[src/hdl/shorc_pkg.sv]
// Constants, types and settings for the shaft orientation control block.
// Assumes one 10 MHz clock and a synchronous active-high reset.
// Notes on behaviour
// [RULE1] Source select 0-3 or 9999; 9999 disables
// [RULE2] Request while running slows to switchover speed
// [RULE3] Compute distance, decelerate, then hold servo lock
// [RULE4] Done low when stopped inside zone, start+request
// [RULE5] Acts only while request held; input code 22
// [RULE6] Done output only when terminal code 27
// [RULE7] Internal target position 0 to 16383, default 0
// [RULE8] Divider select 0, 1, 2 to 127, default 0
// [RULE9] Position loop gain 0.1 to 100, default 10
// [RULE10] Speed P gain 0 to 1000 percent, default 60
// [RULE11] Integral time 0 to 20.0 s, default 0.333
// [RULE12] Speed D gain 0 to 100.0 percent, default 1
// [RULE13] Stop shaft at selected position using encoder
// [RULE14] One revolution resolves into 4096 addresses
// [RULE15] Source 0 uses internal target position
// [RULE16] No option or divider 0 gives position 0
// [RULE17] Release done and lock when start/request drop
package shorc_pkg;
    localparam logic [13:0] SRC_SEL_INTERNAL = 14'h0000;
    localparam logic [13:0] SRC_SEL_EXT6     = 14'h0001;
    localparam logic [13:0] SRC_SEL_EXT12    = 14'h0002;
    localparam logic [13:0] SRC_SEL_EXT16    = 14'h0003;
    localparam logic [13:0] SRC_SEL_OFF      = 14'h270F;
    localparam logic [10:0] SLOW_SPD_MAX     = 11'h3E8;
    localparam logic [10:0] SLOW_SPD_DEF     = 11'h0C8;
    localparam logic [13:0] TARGET_MAX       = 14'h3FFF;
    localparam logic [13:0] TARGET_DEF       = 14'h0000;
    localparam logic [13:0] ZONE_MAX         = 14'h2000;
    localparam logic [13:0] ZONE_DEF         = 14'h000B;
    localparam logic [6:0]  DIV_MAX          = 7'h7F;
    localparam logic [6:0]  DIV_DEF          = 7'h00;
    // Position gain in tenths: 0.1 to 100
    localparam logic [9:0]  PGAIN_MIN        = 10'h001;
    localparam logic [9:0]  PGAIN_MAX        = 10'h3E8;
    localparam logic [9:0]  PGAIN_DEF        = 10'h064;
    localparam logic [9:0]  KP_MAX           = 10'h3E8;
    localparam logic [9:0]  KP_DEF           = 10'h03C;
    // Integral time in milliseconds
    localparam logic [14:0] TI_MAX           = 15'h4E20;
    localparam logic [14:0] TI_DEF           = 15'h014D;
    // Derivative gain in tenths of a percent
    localparam logic [9:0]  KD_MAX           = 10'h3E8;
    localparam logic [9:0]  KD_DEF           = 10'h00A;
    localparam logic [7:0]  IN_FUNC_ORIENT   = 8'h16;
    localparam logic [7:0]  OUT_FUNC_DONE    = 8'h1B;
    localparam logic [12:0] POS_PER_REV      = 13'h1000;
    localparam logic [10:0] SPEED_STEP       = 11'h001;
    localparam logic [10:0] APPROACH_SPD     = 11'h00A;

    typedef enum {ST_IDLE, ST_SLOW, ST_CALC, ST_APPROACH, ST_LOCK}
        shorc_state_t;

    typedef struct packed {
        logic [13:0] src_sel;
        logic [10:0] slow_speed;
        logic [13:0] target_pos;
        logic [13:0] zone;
        logic [6:0]  div_sel;
        logic [9:0]  pos_gain;
        logic [9:0]  kp;
        logic [14:0] ti;
        logic [9:0]  kd;
    } shorc_cfg_t;

    typedef struct packed {
        logic [9:0]  kp;
        logic [14:0] ti;
        logic [9:0]  kd;
        logic [9:0]  pos_gain;
    } shorc_gain_t;
endpackage

[src/hdl/shorc_cfg_check.sv]
// Range checking and clamping of the orientation settings.
// Assumes settings are static levels from the external controller.
module shorc_cfg_check
    import shorc_pkg::*;
(
    input  wire logic             sys_clk_in,
    input  wire logic             sys_rst_in,
    input  wire shorc_pkg::shorc_cfg_t cfg_in,
    output shorc_pkg::shorc_cfg_t cfg_out,
    output logic                  enable_out
);
    shorc_cfg_t cfg_next;
    logic       src_ok;

    always_comb begin
        cfg_next = cfg_in;
        src_ok   = (cfg_in.src_sel <= SRC_SEL_EXT16);
        if (cfg_in.slow_speed > SLOW_SPD_MAX)                  // [RULE2]
            cfg_next.slow_speed = SLOW_SPD_MAX;
        if (cfg_in.target_pos > TARGET_MAX)                    // [RULE7]
            cfg_next.target_pos = TARGET_MAX;
        if (cfg_in.zone > ZONE_MAX)                            // [RULE4]
            cfg_next.zone = ZONE_MAX;
        if (cfg_in.div_sel > DIV_MAX)                          // [RULE8]
            cfg_next.div_sel = DIV_MAX;
        if (cfg_in.pos_gain < PGAIN_MIN)                       // [RULE9]
            cfg_next.pos_gain = PGAIN_MIN;
        else if (cfg_in.pos_gain > PGAIN_MAX)
            cfg_next.pos_gain = PGAIN_MAX;
        if (cfg_in.kp > KP_MAX)                                // [RULE10]
            cfg_next.kp = KP_MAX;
        if (cfg_in.ti > TI_MAX)                                // [RULE11]
            cfg_next.ti = TI_MAX;
        if (cfg_in.kd > KD_MAX)                                // [RULE12]
            cfg_next.kd = KD_MAX;
        if (!src_ok)                                           // [RULE1]
            cfg_next.src_sel = SRC_SEL_OFF;
    end

    always_ff @(posedge sys_clk_in) begin
        if (sys_rst_in) begin
            cfg_out <= '{SRC_SEL_OFF, SLOW_SPD_DEF, TARGET_DEF, ZONE_DEF,
                         DIV_DEF, PGAIN_DEF, KP_DEF, TI_DEF, KD_DEF};
            enable_out <= 1'b0;
        end else begin
            cfg_out    <= cfg_next;
            enable_out <= src_ok;                              // [RULE1]
        end
    end

    property p_off_disables;
        @(posedge sys_clk_in) disable iff (sys_rst_in)
        (cfg_in.src_sel == SRC_SEL_OFF) |=> !enable_out;
    endproperty
    a_off_disables: assert property (p_off_disables)           // [RULE1]
        else $error("orientation enabled with source off");
    property p_zone_clamp;
        @(posedge sys_clk_in) disable iff (sys_rst_in)
        (cfg_in.zone > ZONE_MAX) |=> (cfg_out.zone == ZONE_MAX);
    endproperty
    a_zone_clamp: assert property (p_zone_clamp)               // [RULE4]
        else $error("zone not clamped");
    property p_pgain_min;
        @(posedge sys_clk_in) disable iff (sys_rst_in)
        (cfg_in.pos_gain == 10'h000) |=> (cfg_out.pos_gain == PGAIN_MIN);
    endproperty
    a_pgain_min: assert property (p_pgain_min)                 // [RULE9]
        else $error("position gain below minimum");
endmodule

[src/hdl/shorc_target_sel.sv]
// Stop position selection from internal setting or external command.
// Assumes external data is stable while orientation runs.
module shorc_target_sel
    import shorc_pkg::*;
(
    input  wire logic              sys_clk_in,
    input  wire logic              sys_rst_in,
    input  wire logic              load_in,
    input  wire shorc_pkg::shorc_cfg_t cfg_in,
    input  wire logic              ext_option_in,
    input  wire logic [15:0]       ext_pos_in,
    output logic [11:0]            target_out
);
    logic [11:0] target_next;
    logic [15:0] cmd;
    logic [7:0]  steps;
    logic [27:0] prod;

    always_comb begin
        cmd  = ext_pos_in;
        prod = 28'h0000000;
        steps = {1'b0, cfg_in.div_sel} + 8'h01;
        case (cfg_in.src_sel)
            SRC_SEL_EXT6:  cmd = {10'h000, ext_pos_in[5:0]};
            SRC_SEL_EXT12: cmd = {4'h0, ext_pos_in[11:0]};
            default:       cmd = ext_pos_in;
        endcase
        if (cfg_in.src_sel == SRC_SEL_INTERNAL) begin
            // Addresses wrap at one revolution
            target_next = cfg_in.target_pos[11:0];            // [RULE15] [RULE14]
        end else if (!ext_option_in || cfg_in.div_sel == 7'h00) begin
            target_next = 12'h000;                            // [RULE16]
        end else if (cfg_in.div_sel == 7'h01) begin
            // Scale the command width to 12 address bits; 16-bit drops its low 4 bits
            case (cfg_in.src_sel)
                SRC_SEL_EXT6:  target_next = {cmd[5:0], 6'h00};
                SRC_SEL_EXT12: target_next = cmd[11:0];
                default:       target_next = cmd[15:4];
            endcase
        end else begin
            if (cmd > {8'h00, cfg_in.div_sel})
                cmd = {9'h000, cfg_in.div_sel};
            prod = 28'(cmd) * 28'(POS_PER_REV);
            target_next = 12'(prod / 28'(steps));             // [RULE8]
        end
    end

    always_ff @(posedge sys_clk_in) begin
        if (sys_rst_in)
            target_out <= 12'h000;
        else if (load_in)
            target_out <= target_next;
    end

    property p_no_option;
        @(posedge sys_clk_in) disable iff (sys_rst_in)
        (load_in && !ext_option_in && cfg_in.src_sel != SRC_SEL_INTERNAL)
        |=> (target_out == 12'h000);
    endproperty
    a_no_option: assert property (p_no_option)                // [RULE16]
        else $error("external source without option not zero");
    property p_internal;
        @(posedge sys_clk_in) disable iff (sys_rst_in)
        (load_in && cfg_in.src_sel == SRC_SEL_INTERNAL)
        |=> (target_out == $past(cfg_in.target_pos[11:0]));
    endproperty
    a_internal: assert property (p_internal)                  // [RULE15]
        else $error("internal target not used");
endmodule

[src/hdl/shorc_top.sv]
// Orientation sequencer: slowdown, approach, servo lock and done output.
// Assumes request and start are synchronous levels; encoder gives
// a 12-bit shaft address and speed feedback in r/min.
module shorc_top
    import shorc_pkg::*;
(
    input  wire logic               sys_clk_in,
    input  wire logic               sys_rst_in,
    input  wire logic               start_in,
    input  wire logic               orient_request_in,
    input  wire logic [7:0]         in_func_sel_in,
    input  wire logic [7:0]         out_func_sel_in,
    input  wire shorc_pkg::shorc_cfg_t cfg_in,
    input  wire logic               ext_option_in,
    input  wire logic [15:0]        ext_pos_in,
    input  wire logic [11:0]        enc_pos_in,
    input  wire logic [10:0]        motor_speed_in,
    input  wire logic [10:0]        run_speed_cmd_in,
    output logic [10:0]             speed_cmd_out,
    output logic                    servo_lock_out,
    output logic signed [12:0]      pos_error_out,
    output shorc_pkg::shorc_gain_t  gain_out,
    output logic                    orient_active_out,
    output logic                    orient_done_n_out
);
    import shorc_pkg::*;

    shorc_cfg_t   cfg;
    logic         enable;
    logic [11:0]  target;
    shorc_state_t state_reg;
    shorc_state_t state_next;
    logic         load;
    logic         hold;
    logic         running;
    logic [10:0]  speed_next;
    logic signed [12:0] err;
    logic [11:0]  dist_reg;
    logic [12:0]  abs_err;
    logic         in_zone;
    logic         done_next;

    // Wrap-around shortest signed distance on the 4096-address circle
    function automatic logic signed [12:0] wrap_err(
        input logic [11:0] tgt,
        input logic [11:0] pos
    );
        logic [11:0] d;
        d = tgt - pos;
        wrap_err = {d[11], d};
    endfunction

    shorc_cfg_check u_cfg (
        .sys_clk_in (sys_clk_in),
        .sys_rst_in (sys_rst_in),
        .cfg_in     (cfg_in),
        .cfg_out    (cfg),
        .enable_out (enable)
    );

    shorc_target_sel u_tgt (
        .sys_clk_in    (sys_clk_in),
        .sys_rst_in    (sys_rst_in),
        .load_in       (load),
        .cfg_in        (cfg),
        .ext_option_in (ext_option_in),
        .ext_pos_in    (ext_pos_in),
        .target_out    (target)
    );

    // Request counts only when mapped to an input terminal
    assign hold = enable && orient_request_in
                  && (in_func_sel_in == IN_FUNC_ORIENT);       // [RULE5]
    assign running = start_in && (motor_speed_in != 11'h000);
    assign load = (state_reg == ST_IDLE) && hold && running;
    assign err = wrap_err(target, enc_pos_in);                 // [RULE13]
    assign abs_err = err[12] ? 13'(-err) : 13'(err);
    assign in_zone = ({1'b0, abs_err} <= cfg.zone)
                     || (cfg.zone >= ZONE_MAX);              // [RULE4]

    always_comb begin
        state_next = state_reg;
        case (state_reg)
            ST_IDLE:
                if (load)
                    state_next = ST_SLOW;                      // [RULE2]
            ST_SLOW:
                if (motor_speed_in <= cfg.slow_speed)
                    state_next = ST_CALC;                      // [RULE3]
            ST_CALC:
                state_next = ST_APPROACH;                      // [RULE3]
            ST_APPROACH:
                if (in_zone && motor_speed_in == 11'h000)
                    state_next = ST_LOCK;                      // [RULE3]
            ST_LOCK:
                state_next = ST_LOCK;
            default:
                state_next = ST_IDLE;
        endcase
        if (!hold || !start_in)
            state_next = ST_IDLE;                              // [RULE5] [RULE17]
    end

    always_ff @(posedge sys_clk_in) begin
        if (sys_rst_in)
            state_reg <= ST_IDLE;
        else
            state_reg <= state_next;
    end

    // Remaining distance latched once at switchover
    always_ff @(posedge sys_clk_in) begin
        if (sys_rst_in)
            dist_reg <= 12'h000;
        else if (state_reg == ST_CALC)
            dist_reg <= abs_err[11:0];                         // [RULE3]
    end

    always_comb begin
        speed_next = run_speed_cmd_in;
        case (state_reg)
            ST_SLOW: begin
                if (speed_cmd_out > cfg.slow_speed + SPEED_STEP)
                    speed_next = speed_cmd_out - SPEED_STEP;  // [RULE2]
                else
                    speed_next = cfg.slow_speed;
            end
            ST_CALC:
                speed_next = cfg.slow_speed;
            ST_APPROACH: begin
                // Taper speed with remaining distance
                if (abs_err > 13'(cfg.slow_speed))
                    speed_next = cfg.slow_speed;
                else if (abs_err > 13'(APPROACH_SPD))
                    speed_next = 11'(abs_err);                 // [RULE3]
                else
                    speed_next = in_zone ? 11'h000 : APPROACH_SPD;
            end
            ST_LOCK:
                speed_next = 11'h000;
            default:
                speed_next = run_speed_cmd_in;
        endcase
        if (state_next == ST_IDLE)
            speed_next = run_speed_cmd_in;
        else if (state_next == ST_LOCK)
            speed_next = 11'h000;                              // [RULE3]
    end

    always_ff @(posedge sys_clk_in) begin
        if (sys_rst_in)
            speed_cmd_out <= 11'h000;
        else
            speed_cmd_out <= speed_next;
    end

    always_ff @(posedge sys_clk_in) begin
        if (sys_rst_in) begin
            servo_lock_out    <= 1'b0;
            orient_active_out <= 1'b0;
            pos_error_out     <= 13'sh0000;
        end else begin
            servo_lock_out    <= (state_next == ST_LOCK);      // [RULE3] [RULE17]
            orient_active_out <= (state_next != ST_IDLE);
            pos_error_out     <= err;
        end
    end

    // Orientation gains follow the clamped settings in every state
    always_ff @(posedge sys_clk_in) begin
        if (sys_rst_in) begin
            gain_out <= '{KP_DEF, TI_DEF, KD_DEF, PGAIN_DEF};
        end else begin
            gain_out.kp       <= cfg.kp;                       // [RULE10]
            gain_out.ti       <= cfg.ti;                       // [RULE11]
            gain_out.kd       <= cfg.kd;                       // [RULE12]
            gain_out.pos_gain <= cfg.pos_gain;                 // [RULE9]
        end
    end

    assign done_next = (state_next == ST_LOCK) && in_zone && start_in
                       && hold && (out_func_sel_in == OUT_FUNC_DONE);

    // Active low; high when released
    always_ff @(posedge sys_clk_in) begin
        if (sys_rst_in)
            orient_done_n_out <= 1'b1;
        else
            orient_done_n_out <= !done_next;                   // [RULE4] [RULE6]
    end

    property p_done_cause;
        @(posedge sys_clk_in) disable iff (sys_rst_in)
        !orient_done_n_out |-> (state_reg == ST_LOCK) && $past(start_in)
        && ($past(out_func_sel_in) == OUT_FUNC_DONE);
    endproperty
    a_done_cause: assert property (p_done_cause)               // [RULE4]
        else $error("done asserted outside lock");
    property p_done_code;
        @(posedge sys_clk_in) disable iff (sys_rst_in)
        (out_func_sel_in != OUT_FUNC_DONE) |=> orient_done_n_out;
    endproperty
    a_done_code: assert property (p_done_code)                 // [RULE6]
        else $error("done asserted without output code");
    property p_release;
        @(posedge sys_clk_in) disable iff (sys_rst_in)
        (!start_in || !orient_request_in) |=>
        orient_done_n_out && !servo_lock_out;
    endproperty
    a_release: assert property (p_release)                     // [RULE17]
        else $error("done or lock not released");
    property p_need_code;
        @(posedge sys_clk_in) disable iff (sys_rst_in)
        (in_func_sel_in != IN_FUNC_ORIENT) |=> !orient_active_out;
    endproperty
    a_need_code: assert property (p_need_code)                 // [RULE5]
        else $error("orientation without input code");
    property p_slow_start;
        @(posedge sys_clk_in) disable iff (sys_rst_in)
        (load && !$past(load)) |=> orient_active_out;
    endproperty
    a_slow_start: assert property (p_slow_start)               // [RULE2]
        else $error("request while running not taken");
    property p_lock_zero;
        @(posedge sys_clk_in) disable iff (sys_rst_in)
        servo_lock_out |-> (speed_cmd_out == 11'h000);
    endproperty
    a_lock_zero: assert property (p_lock_zero)                 // [RULE3]
        else $error("speed nonzero in servo lock");
endmodule
[config.mk]
export PLATFORM = sky130hd
export DESIGN_NAME = shorc_top
export DESIGN_NICKNAME = d
export VERILOG_FILES = /design/src/hdl/shorc_pkg.sv /design/src/hdl/shorc_cfg_check.sv /design/src/hdl/shorc_target_sel.sv /design/src/hdl/shorc_top.sv
export SDC_FILE = /design/constraint.sdc
export NUM_CORES = 1
export LEC_CHECK = 0
export BUFFER_PORTS_ARGS = -buffer_cell sky130_fd_sc_hd__buf_2
export CORE_AREA = 2 2 224 226
export DETAILED_ROUTE_END_ITERATION = 6
export DIE_AREA = 0 0 226 228
export GPL_ROUTABILITY_DRIVEN = 0
export PLACE_DENSITY = 0.76
export RECOVER_POWER = 100
export SLEW_MARGIN = 40
export SYNTH_ARGS = -nofsm -noshare
export SYNTH_HDL_FRONTEND = slang
export SYNTH_SLANG_ARGS = --single-unit
[constraint.sdc]
create_clock -name sys_clk_in -period 62.6 [get_ports sys_clk_in]
set_input_delay 3.13 -clock sys_clk_in [delete_from_list [all_inputs] [get_ports sys_clk_in]]
set_output_delay 3.13 -clock sys_clk_in [all_outputs]
set_load 0.02 [all_outputs]
* After elaboration in Yosys (flattened, before gate mapping)
Cells that the tools add are included.
** Storage, ports and cells
- Memories :: 0
- Input bits :: 176
- Bits in latches :: 0
- Bits in read-only memories :: 0
- Bits in registers :: 219
- Word-level logic and storage cells :: 126
- Memory bits (writable) :: 0
** Cells by class
- Shift-type cells :: 0
- Reductions and logical operators :: 33
- Magnitude comparators :: 17
- Bitwise logic cells :: 1
- Equality and inequality tests :: 10
- Add/subtract/negate cells :: 5
- $mul :: 0
- Div/mod/pow operators :: 1
- Muxes and demuxes :: 31
** Operators by type and width (count)
- $pmux W32 S5 :: 1
- $mux W32 :: 4
- $logic_not A32 Y1 :: 3
- $eq A32 B2 Y1 const B :: 2
- $mux W16 :: 4
- $mux W11 :: 5
- $mux W12 :: 4
- $pmux W11 S4 :: 1
- $mux W10 :: 4
- $eq A32 B1 Y1 const B :: 1
- $eq A32 B3 Y1 const B :: 1
- $eq A32 B4 Y1 const B :: 1
- $pmux W16 S2 :: 1
- $reduce_bool A32 Y1 :: 1
- $gt A10 B10 Y1 const B :: 3
- $div A28 B8 Y28 :: 1
- $gt A14 B14 Y1 const B :: 2
- $pmux W12 S2 :: 1
- $eq A8 B5 Y1 const B :: 2
- $gt A16 B7 Y1 :: 1
- $gt A15 B15 Y1 const B :: 1
- $mux W15 :: 1
- $eq A14 B1 Y1 const B :: 1
- $eq A14 B2 Y1 const B :: 1
- other kinds (30) :: 51

* Depth between registers and ports, before layout
Gate-level depths: netlist (run 1).
- Depth in word-level cells :: 15
- Gate-level depth with buffers :: 339
- Mapped depth without buffers :: 316

* Hierarchy
Synthesis (run 1) repeated with hierarchy kept, for this count alone.
** Unflattened totals
- Cell total of the unflattened synthesis :: 3627
- Area, all modules :: 27412.5 um2
** Modules (own cells, without submodules)
- shorc_target_sel :: times used 1, cells an instance 2702, sequential area each 240.2 um2, area each 18456.5 um2
- shorc_top :: times used 1, cells an instance 652, sequential area each 2062.0 um2, area each 5809.3 um2
- shorc_cfg_check :: times used 1, cells an instance 273, sequential area each 2122.0 um2, area each 3146.8 um2

* Least setup slack after synthesis (run 1)
Ideal clock, no wire load.
- Path kind :: flip-flop to flip-flop
- From :: register u_cfg.cfg_out[45] (netlist name)
- To :: register u_tgt.target_out[0]
- Path buffers :: 23
- Slack :: 5095 ps
- Clock period less this slack :: 57505 ps
- Data arrival time :: 57376 ps
- Setup time :: 129 ps
- Data required time :: 62471 ps
- Stages on the path, launching flop included :: 309
- Path through :: dfxtp_1 > buf_2 > clkinv_1 > ha_1 > inv_1 > ha_1 > o21a_1 > o2bb2ai_1 > o31ai_1 > o211a_1 > ha_1 > a21oi_1 > a21oi_1 > o2bb2ai_2 > mux2i_2 > nand2_1 > ha_1 > and3_1 > (+273 left out) > nand2b_1 > nor2_1 > and4_1 > and3_1 > buf_2 > buf_6 > nand2_1 > o31ai_1 > ha_1 > a211o_1 > o21ai_0 > nand2_1 > nor3_1 > o2111ai_1 > nor4_1 > o211ai_1 > a211oi_1 > a211oi_1
** Between the ends
- Longest elaborated chain between the ends :: 9
- Elaborated cells between the ends (all ways) :: 13
** RTL lines
- from (decl) :: RTL line shorc_cfg_check.sv:9 : output shorc_pkg::shorc_cfg_t cfg_out,
- from (signal assigned) :: RTL line shorc_cfg_check.sv:42 : cfg_out <= '{SRC_SEL_OFF, SLOW_SPD_DEF, TARGET_DEF, ZONE_DEF,
- from (signal assigned) :: RTL line shorc_cfg_check.sv:46 : cfg_out <= cfg_next;
- $gt A16 B7 Y1 :: RTL line shorc_target_sel.sv:41 : if (cmd > {8'h00, cfg_in.div_sel})
- $mux W16 :: RTL line shorc_target_sel.sv:41
- $mux W16 :: RTL line shorc_target_sel.sv:33 : end else if (cfg_in.div_sel == 7'h01) begin
- $mux W16 :: RTL line shorc_target_sel.sv:31 : end else if (!ext_option_in || cfg_in.div_sel == 7'h00) begin
- $mux W16 :: RTL line shorc_target_sel.sv:28 : if (cfg_in.src_sel == SRC_SEL_INTERNAL) begin
- $div A28 B8 Y28 :: RTL line shorc_target_sel.sv:44 : target_next = 12'(prod / 28'(steps));
- $mux W12 :: RTL line shorc_target_sel.sv:33
- $mux W12 (*) :: RTL line shorc_target_sel.sv:31
- $mux W12 (*) :: RTL line shorc_target_sel.sv:28
- to (signal assigned) :: RTL line shorc_target_sel.sv:52 : target_out <= target_next;
- to (decl) :: RTL line shorc_target_sel.sv:12 : output logic [11:0] target_out
Mark *: on every way between the ends. The rest lies on a longest branch, timed or not. The select of a mux whose other input is x is not followed.
A chain may end at the register's enable or synchronous reset.

* Final worst setup path (run 1)
- From :: register u_cfg.cfg_out[47] (netlist name)
- To :: register u_tgt.target_out[0]
Same word-level chain as after synthesis.

==> summary.md, run 1 <==
| Metric | Value |
|---|---|
| Total of max-cap violations | `2` |
| Synthesized instance count | `3609` |
| WL final | `84200 µm` |
| Die Area | `0.0515 mm²` |
| Row cnt | `82` |
| Worst-Margin Slew | `2.97 ns` |
| Synth area leader | `dfxtp_1` |
| Worst clock skew | `0.0214 ns` |
| Area Overhead vs Synth | `15.4%` |
| Vias per cell | `6.18` |
| Min-Delay Startpoint | `u_cfg.cfg_out[40]` |
| Final Hold Vio Count | `0` |
| Crit start category | `flop` |
| Ys async rst share | `0%` |
| CP Launch Point | `u_cfg.cfg_out[47]` |
| H-tree levels | `1` |
| PortBufs | `245` |
| Commonest non-fill, non-tap cell in the layout | `nor2_1` |
| Crit. End Element | `flop` |
| CP peak stage delay | `0.50 ns` |
| Initial antenna violation count | `11` |
| Seq/Total Area, Yosys | `16.4%` |
| Final worst-path cycle share | `92.8%` |
| Count of cell types in the netlist | `130` |
| Final core occ | `62.6%` |
| Tot GR Track Use | `31.1%` |
| Min cycle time layout | `58.10 ns` |
| Hold Crit Class | `reg2reg` |
| Clock root cell | `clkbuf_16` |
| Total number of vias | `29000` |
| Final Max Slew Viols | `90` |
| DR iter-0 viols | `2281` |
| Yosys Warn Count | `0` |
| Crit path DAT | `58.47 ns` |
| Clock Latency Late Sink | `0.52 ns` |
| Post-synth EDFFs | `0` |
| Commonest non-fill, non-tap cells in the layout | `nor2_1, a21oi_1, nand2_1, ha_1, dfxtp_1` |
| Critical Path Most Common Cell | `o21a_1` |
| Clk pin slew, worst setup/hold paths | `0.06 ns` |
| Top FF cell, synth | `dfxtp_1` |
| Post-synth top area share | `16.4%` |
| DR WL/cell | `17.9 µm` |
| R2R Path Start | `u_cfg.cfg_out[47]` |
| Nets | `4433` |
| Core Box Area | `0.0493 mm²` |
| Max Freq | `17.2 MHz` |
| Grt total ovfl | `0` |
| Hold_buf cts | `0` |
| CP Class | `reg2reg` |
| Initial Utilization | `54.2%` |
| Clock buffer count from CTS | `21` |
| HPWL reported at the end of detailed placement | `66000 µm` |
| WP data required | `62.97 ns` |
| DRC viols | `0` |
| Die H | `228 µm` |
| Top cells by area, synth | `dfxtp_1, ha_1, a21oi_1` |
| Violations in the final reports | `capacitance limit, slew limit` |
| Clock Sinks | `219` |
| Mean post-synth cell area | `7.41 µm²` |
| Final Setup Violations | `0` |
| Post-route ant nets | `0` |
| Pin count of the biggest net entering global routing | `73` |
| First-pass GRT wire length | `133000 µm` |
| Share of cells above drive strength 1 | `14.8%` |
| Die width | `226 µm` |
| Worst path slowest cell | `or3b_4` |
| Post-Syn Area | `0.0268 mm²` |
| Max reg flops | `103` |
| Flops & latches, synth | `219` |
| Max FO, Critical Path | `28` |
| Slew headroom | `-97.7%` |
| Clock Tree Buf Depth | `3` |
| TritonCTS clock tree | `done` |
| Status | `finished, violations left` |
| Io pins | `248` |
| Router iterations before antenna repair | `6` |
| Vias in the first global route | `26500` |
-- worst paths after layout --
kind                                       endpoint  slack, ns  cells after the start
worst max-delay path            u_tgt.target_out[0]       4.50                    295
worst min-delay path                    gain_out[5]       0.41                      1
worst max register to register  u_tgt.target_out[0]       4.50                    295
worst min register to register          gain_out[5]       0.41                      1
-- through the flow --
step	setup slack [ns]	hold slack (ns)	cells	area [µm²]	setup TNS [ns]
2_1_floorplan	5.09	0.389	3654	26900	0
3_3_place_gp	1.64	0.392	4625	29700	0
3_5_place_dp	0.994	0.393	4625	29800	0
4_1_cts	0.727	0.408	4663	30500	0
5_1_grt	-0.427	0.416	4693	30900	-0.427
6_report	4.50	0.407	4697	30900	0
-- what timing repair did --
item | in CTS | in global routing
buffers inserted | 0 | 22
setup endpoints to repair | 0 | 3
gates resized for setup | 0 | 60
hold endpoints to repair | 0 | 0
-- metal layers --
layer	vias to the layer above	track usage, %	wire (µm)
li1	14300	-	-
met1	13200	39.4	35800
met2	1239	51.4	37800
met3	258	5.24	6920
met4	2	14.0	3640
met5	-	0	14
-- worst max-delay path: cells and delay by family, from the launching register on --
kind / cells / cell delay [ns]
AOI/OAI and AO/OA: 157 / 30.15
and+or+nand+nor: 94 / 15.62
adders and majority gates: 26 / 7.63
buffers and inverters: 11 / 1.90
muxes: 6 / 1.89
DFF: 1 / 0.44
xor gates and xnor gates: 1 / 0.24
-- cells by family after synthesis --
| logic type | Yosys count | synth area share, % |
|---|---|---|
| AO/OA/AOI/OAI | 1151 | 29.5 |
| XOR/XNOR | 208 | 6.84 |
| adder cells (fa/ha/maj) | 258 | 12.1 |
| buffers and inverters | 242 | 3.70 |
| flip-flops | 219 | 16.4 |
| multiplexers | 80 | 3.21 |
| other | 1 | 0.0140 |
| AND/OR/NAND/NOR | 1450 | 28.2 |
-- synthesized netlist by cell type, types with 11 or more instances --
library cell and n:
a2111oi_0 12, a211o_1 15, a211oi_1 53, a21boi_0 11, a21o_1 90, a21oi_1 287
a221oi_1 22, a311oi_1 14, a31oi_1 47, and2_1 70, and3_1 37, and4_1 12
buf_2 23, clkbuf_1 60, dfxtp_1 219, ha_1 257, inv_1 140, mux2_2 40
mux2i_1 35, nand2_1 260, nand2b_1 54, nand3_1 106, nand4_1 64, nor2_1 358
nor2b_1 112, nor3_1 134, nor3b_1 14, nor4_1 43, o2111ai_1 11, o211a_1 12
o211ai_1 35, o21a_1 85, o21ai_0 174, o21ai_1 30, o21bai_1 37, o22ai_1 13
o31a_1 11, o31ai_1 49, or2_2 42, or3_1 52, or4_1 22, xnor2_1 154
xor2_1 53
-- final cells by class --
cell class | instances | area, µm²
multi-input cells | 3194 | 21900
fillers | 4498 | 18500
flip-flops and latches | 219 | 4390
repair buffers | 421 | 2470
well taps | 672 | 841
clock buffers | 29 | 616
inverters | 142 | 537
clock inverters | 9 | 113
diodes | 11 | 27.5
Power of run 1 is not shown: default switching activity piles up to over one toggle a cycle in this logic, so the estimate is an artifact.
==> inputs of run 2 (changes only) <==
--- a/config.mk
+++ b/config.mk
@@ -10,8 +10,9 @@
 export DETAILED_ROUTE_END_ITERATION = 6
 export DIE_AREA = 0 0 226 228
 export GPL_ROUTABILITY_DRIVEN = 0
-export PLACE_DENSITY = 0.76
+export PLACE_DENSITY = 0.72
 export RECOVER_POWER = 100
+export SKIP_CTS_REPAIR_TIMING = 1
 export SLEW_MARGIN = 40
 export SYNTH_ARGS = -nofsm -noshare
 export SYNTH_HDL_FRONTEND = slang
==> run 2 against run 1 <==
Compared with the run above:
- wire length fell by 1.3%
- critical endpoint unchanged
- critical path type unchanged
- non-clock buffer count fell by 79
- utilization fell by 1.5 points
- global-route usage fell by 0.30 points
- count of clock-buffer cells in the layout fell by 4
- critical path depth rose by 5
- setup slack improved by 0.11 ns
- the run still ends with capacitance limit, slew limit left
- die area did not move
- via count fell by 1.9%
- flip-flop and latch count did not move
==> summary.md, run 2 (synthesized netlist as in run 1, its figures left out) <==
| Metric | Value |
|---|---|
| Status | `finished, violations left` |
| Violations in the final reports | `capacitance limit, slew limit` |
| H-tree levels | `1` |
| Final Max Slew Viols | `17` |
| TritonCTS clock tree | `done` |
| R2R depth | `300` |
| Share of cells above drive strength 1 | `13.0%` |
| Total number of vias | `28500` |
| Total of max-cap violations | `1` |
| HPWL reported at the end of detailed placement | `65700 µm` |
| Clock Tree Buf Depth | `3` |
| Die H | `228 µm` |
| DRC viols | `0` |
| Worst clock skew | `0.0235 ns` |
| Final worst-path cycle share | `92.6%` |
| Final Setup Violations | `0` |
| Final core occ | `61.0%` |
| Clk pin slew, worst setup/hold paths | `0.07 ns` |
| WP buf/inv | `19` |
| WL final | `83100 µm` |
| Core Box Area | `0.0493 mm²` |
| Hold slack | `0.405 ns` |
| Io pins | `248` |
| DR iter-0 viols | `2290` |
| Post-route ant nets | `0` |
| Final Hold Vio Count | `0` |
| Row cnt | `82` |
| R2R Path Start | `u_cfg.cfg_out[45]` |
| Worst r2r dst | `u_tgt.target_out[0]` |
| Slew headroom | `-17.2%` |
| Storage cell area | `0.00439 mm²` |
| Hold Crit Class | `reg2reg` |
| Filler Cells Inserted | `4616` |
| Crit start category | `flop` |
| CP Class | `reg2reg` |
| Die Area | `0.0515 mm²` |
| Area taken by multi-input logic gates | `0.0218 mm²` |
| Max reg flops | `103` |
| Clock Latency Late Sink | `0.53 ns` |
| Area Overhead vs Synth | `12.6%` |
| CP peak stage delay | `0.51 ns` |
| Commonest non-fill, non-tap cells in the layout | `nor2_1, a21oi_1, nand2_1, ha_1, dfxtp_1` |
| Min cycle time layout | `58.00 ns` |
| Die width | `226 µm` |
| Worst path slowest cell | `dfxtp_4` |
| Max Freq | `17.2 MHz` |
| Hold depth | `1` |
| R2R Setup Slk | `4.60 ns` |
| Grt total ovfl | `0` |
| Initial antenna violation count | `8` |
| Clock root cell | `clkbuf_16` |
| Min-Delay Startpoint | `u_cfg.cfg_out[1]` |
| Vias in the first global route | `26000` |
| Pin count of the biggest net entering global routing | `79` |
| First-pass GRT wire length | `132000 µm` |
| Commonest non-fill, non-tap cell in the layout | `nor2_1` |
| Crit. End Element | `flop` |
| Vias per cell | `6.17` |
| Family with the most delay on the worst path | `compound AO/OA/AOI/OAI gates` |
| Fin area | `0.0301 mm²` |
| Clock buffer count from CTS | `21` |
| Crit path DAT | `58.37 ns` |
| Router iterations before antenna repair | `7` |
| Max FO, Critical Path | `15` |
| Placed Area | `0.0292 mm²` |
| Clock Sinks | `219` |
| Initial Utilization | `54.2%` |
| Nets | `4353` |
| Critical Path Most Common Cell | `o21a_1` |
| PortBufs | `245` |
| Tot GR Track Use | `30.8%` |
| Worst-Margin Slew | `1.74 ns` |
| Worst Hold End | `gain_out[11]` |
| DR WL/cell | `18.0 µm` |
| WP data required | `62.97 ns` |
[run 2: routing by layer]
layer  part of all wire [%]  vias up  track usage [%]
met5                  0.048        -                0
met4                    3.9        6             12.5
met3                    7.0      223             4.38
met2                     45     1129             51.3
met1                     44    13000             39.7
li1                       -    14100                -
[run 2: area by class of cell]
| cell class | count | share of cell area (%) |
|---|---|---|
| diodes | 5 | 0.0415 |
| well taps | 672 | 2.79 |
| clock inverters | 11 | 0.316 |
| repair buffers | 342 | 6.23 |
| multi-input cells | 3193 | 72.4 |
| clock buffers | 25 | 1.83 |
| inverters | 142 | 1.78 |
| flip-flops and latches | 219 | 14.6 |
[run 2: worst max-delay path by stage]
stage                          endpoint  slack [ns]         startpoint  depth (start not counted)
finish              u_tgt.target_out[0]        4.60  u_cfg.cfg_out[45]                        300
global route        u_tgt.target_out[0]       -0.04  u_cfg.cfg_out[45]                        305
CTS                 u_tgt.target_out[0]        0.88  u_cfg.cfg_out[45]                        300
detailed placement  u_tgt.target_out[0]        1.12  u_cfg.cfg_out[45]                        297
global placement    u_tgt.target_out[0]        1.63  u_cfg.cfg_out[45]                        298
floorplan           u_tgt.target_out[0]        5.09  u_cfg.cfg_out[45]                        308
[run 2: stage by stage]
stage,std cells,setup TNS (ns),setup slack (ns)
floorplan,3654,0,5.09
global placement,4553,0,1.63
detailed placement,4553,0,1.12
CTS,4589,0,0.880
global route,4608,-0.0382,-0.0382
finish,4609,0,4.60
Power of run 2 is left out for the same reason.
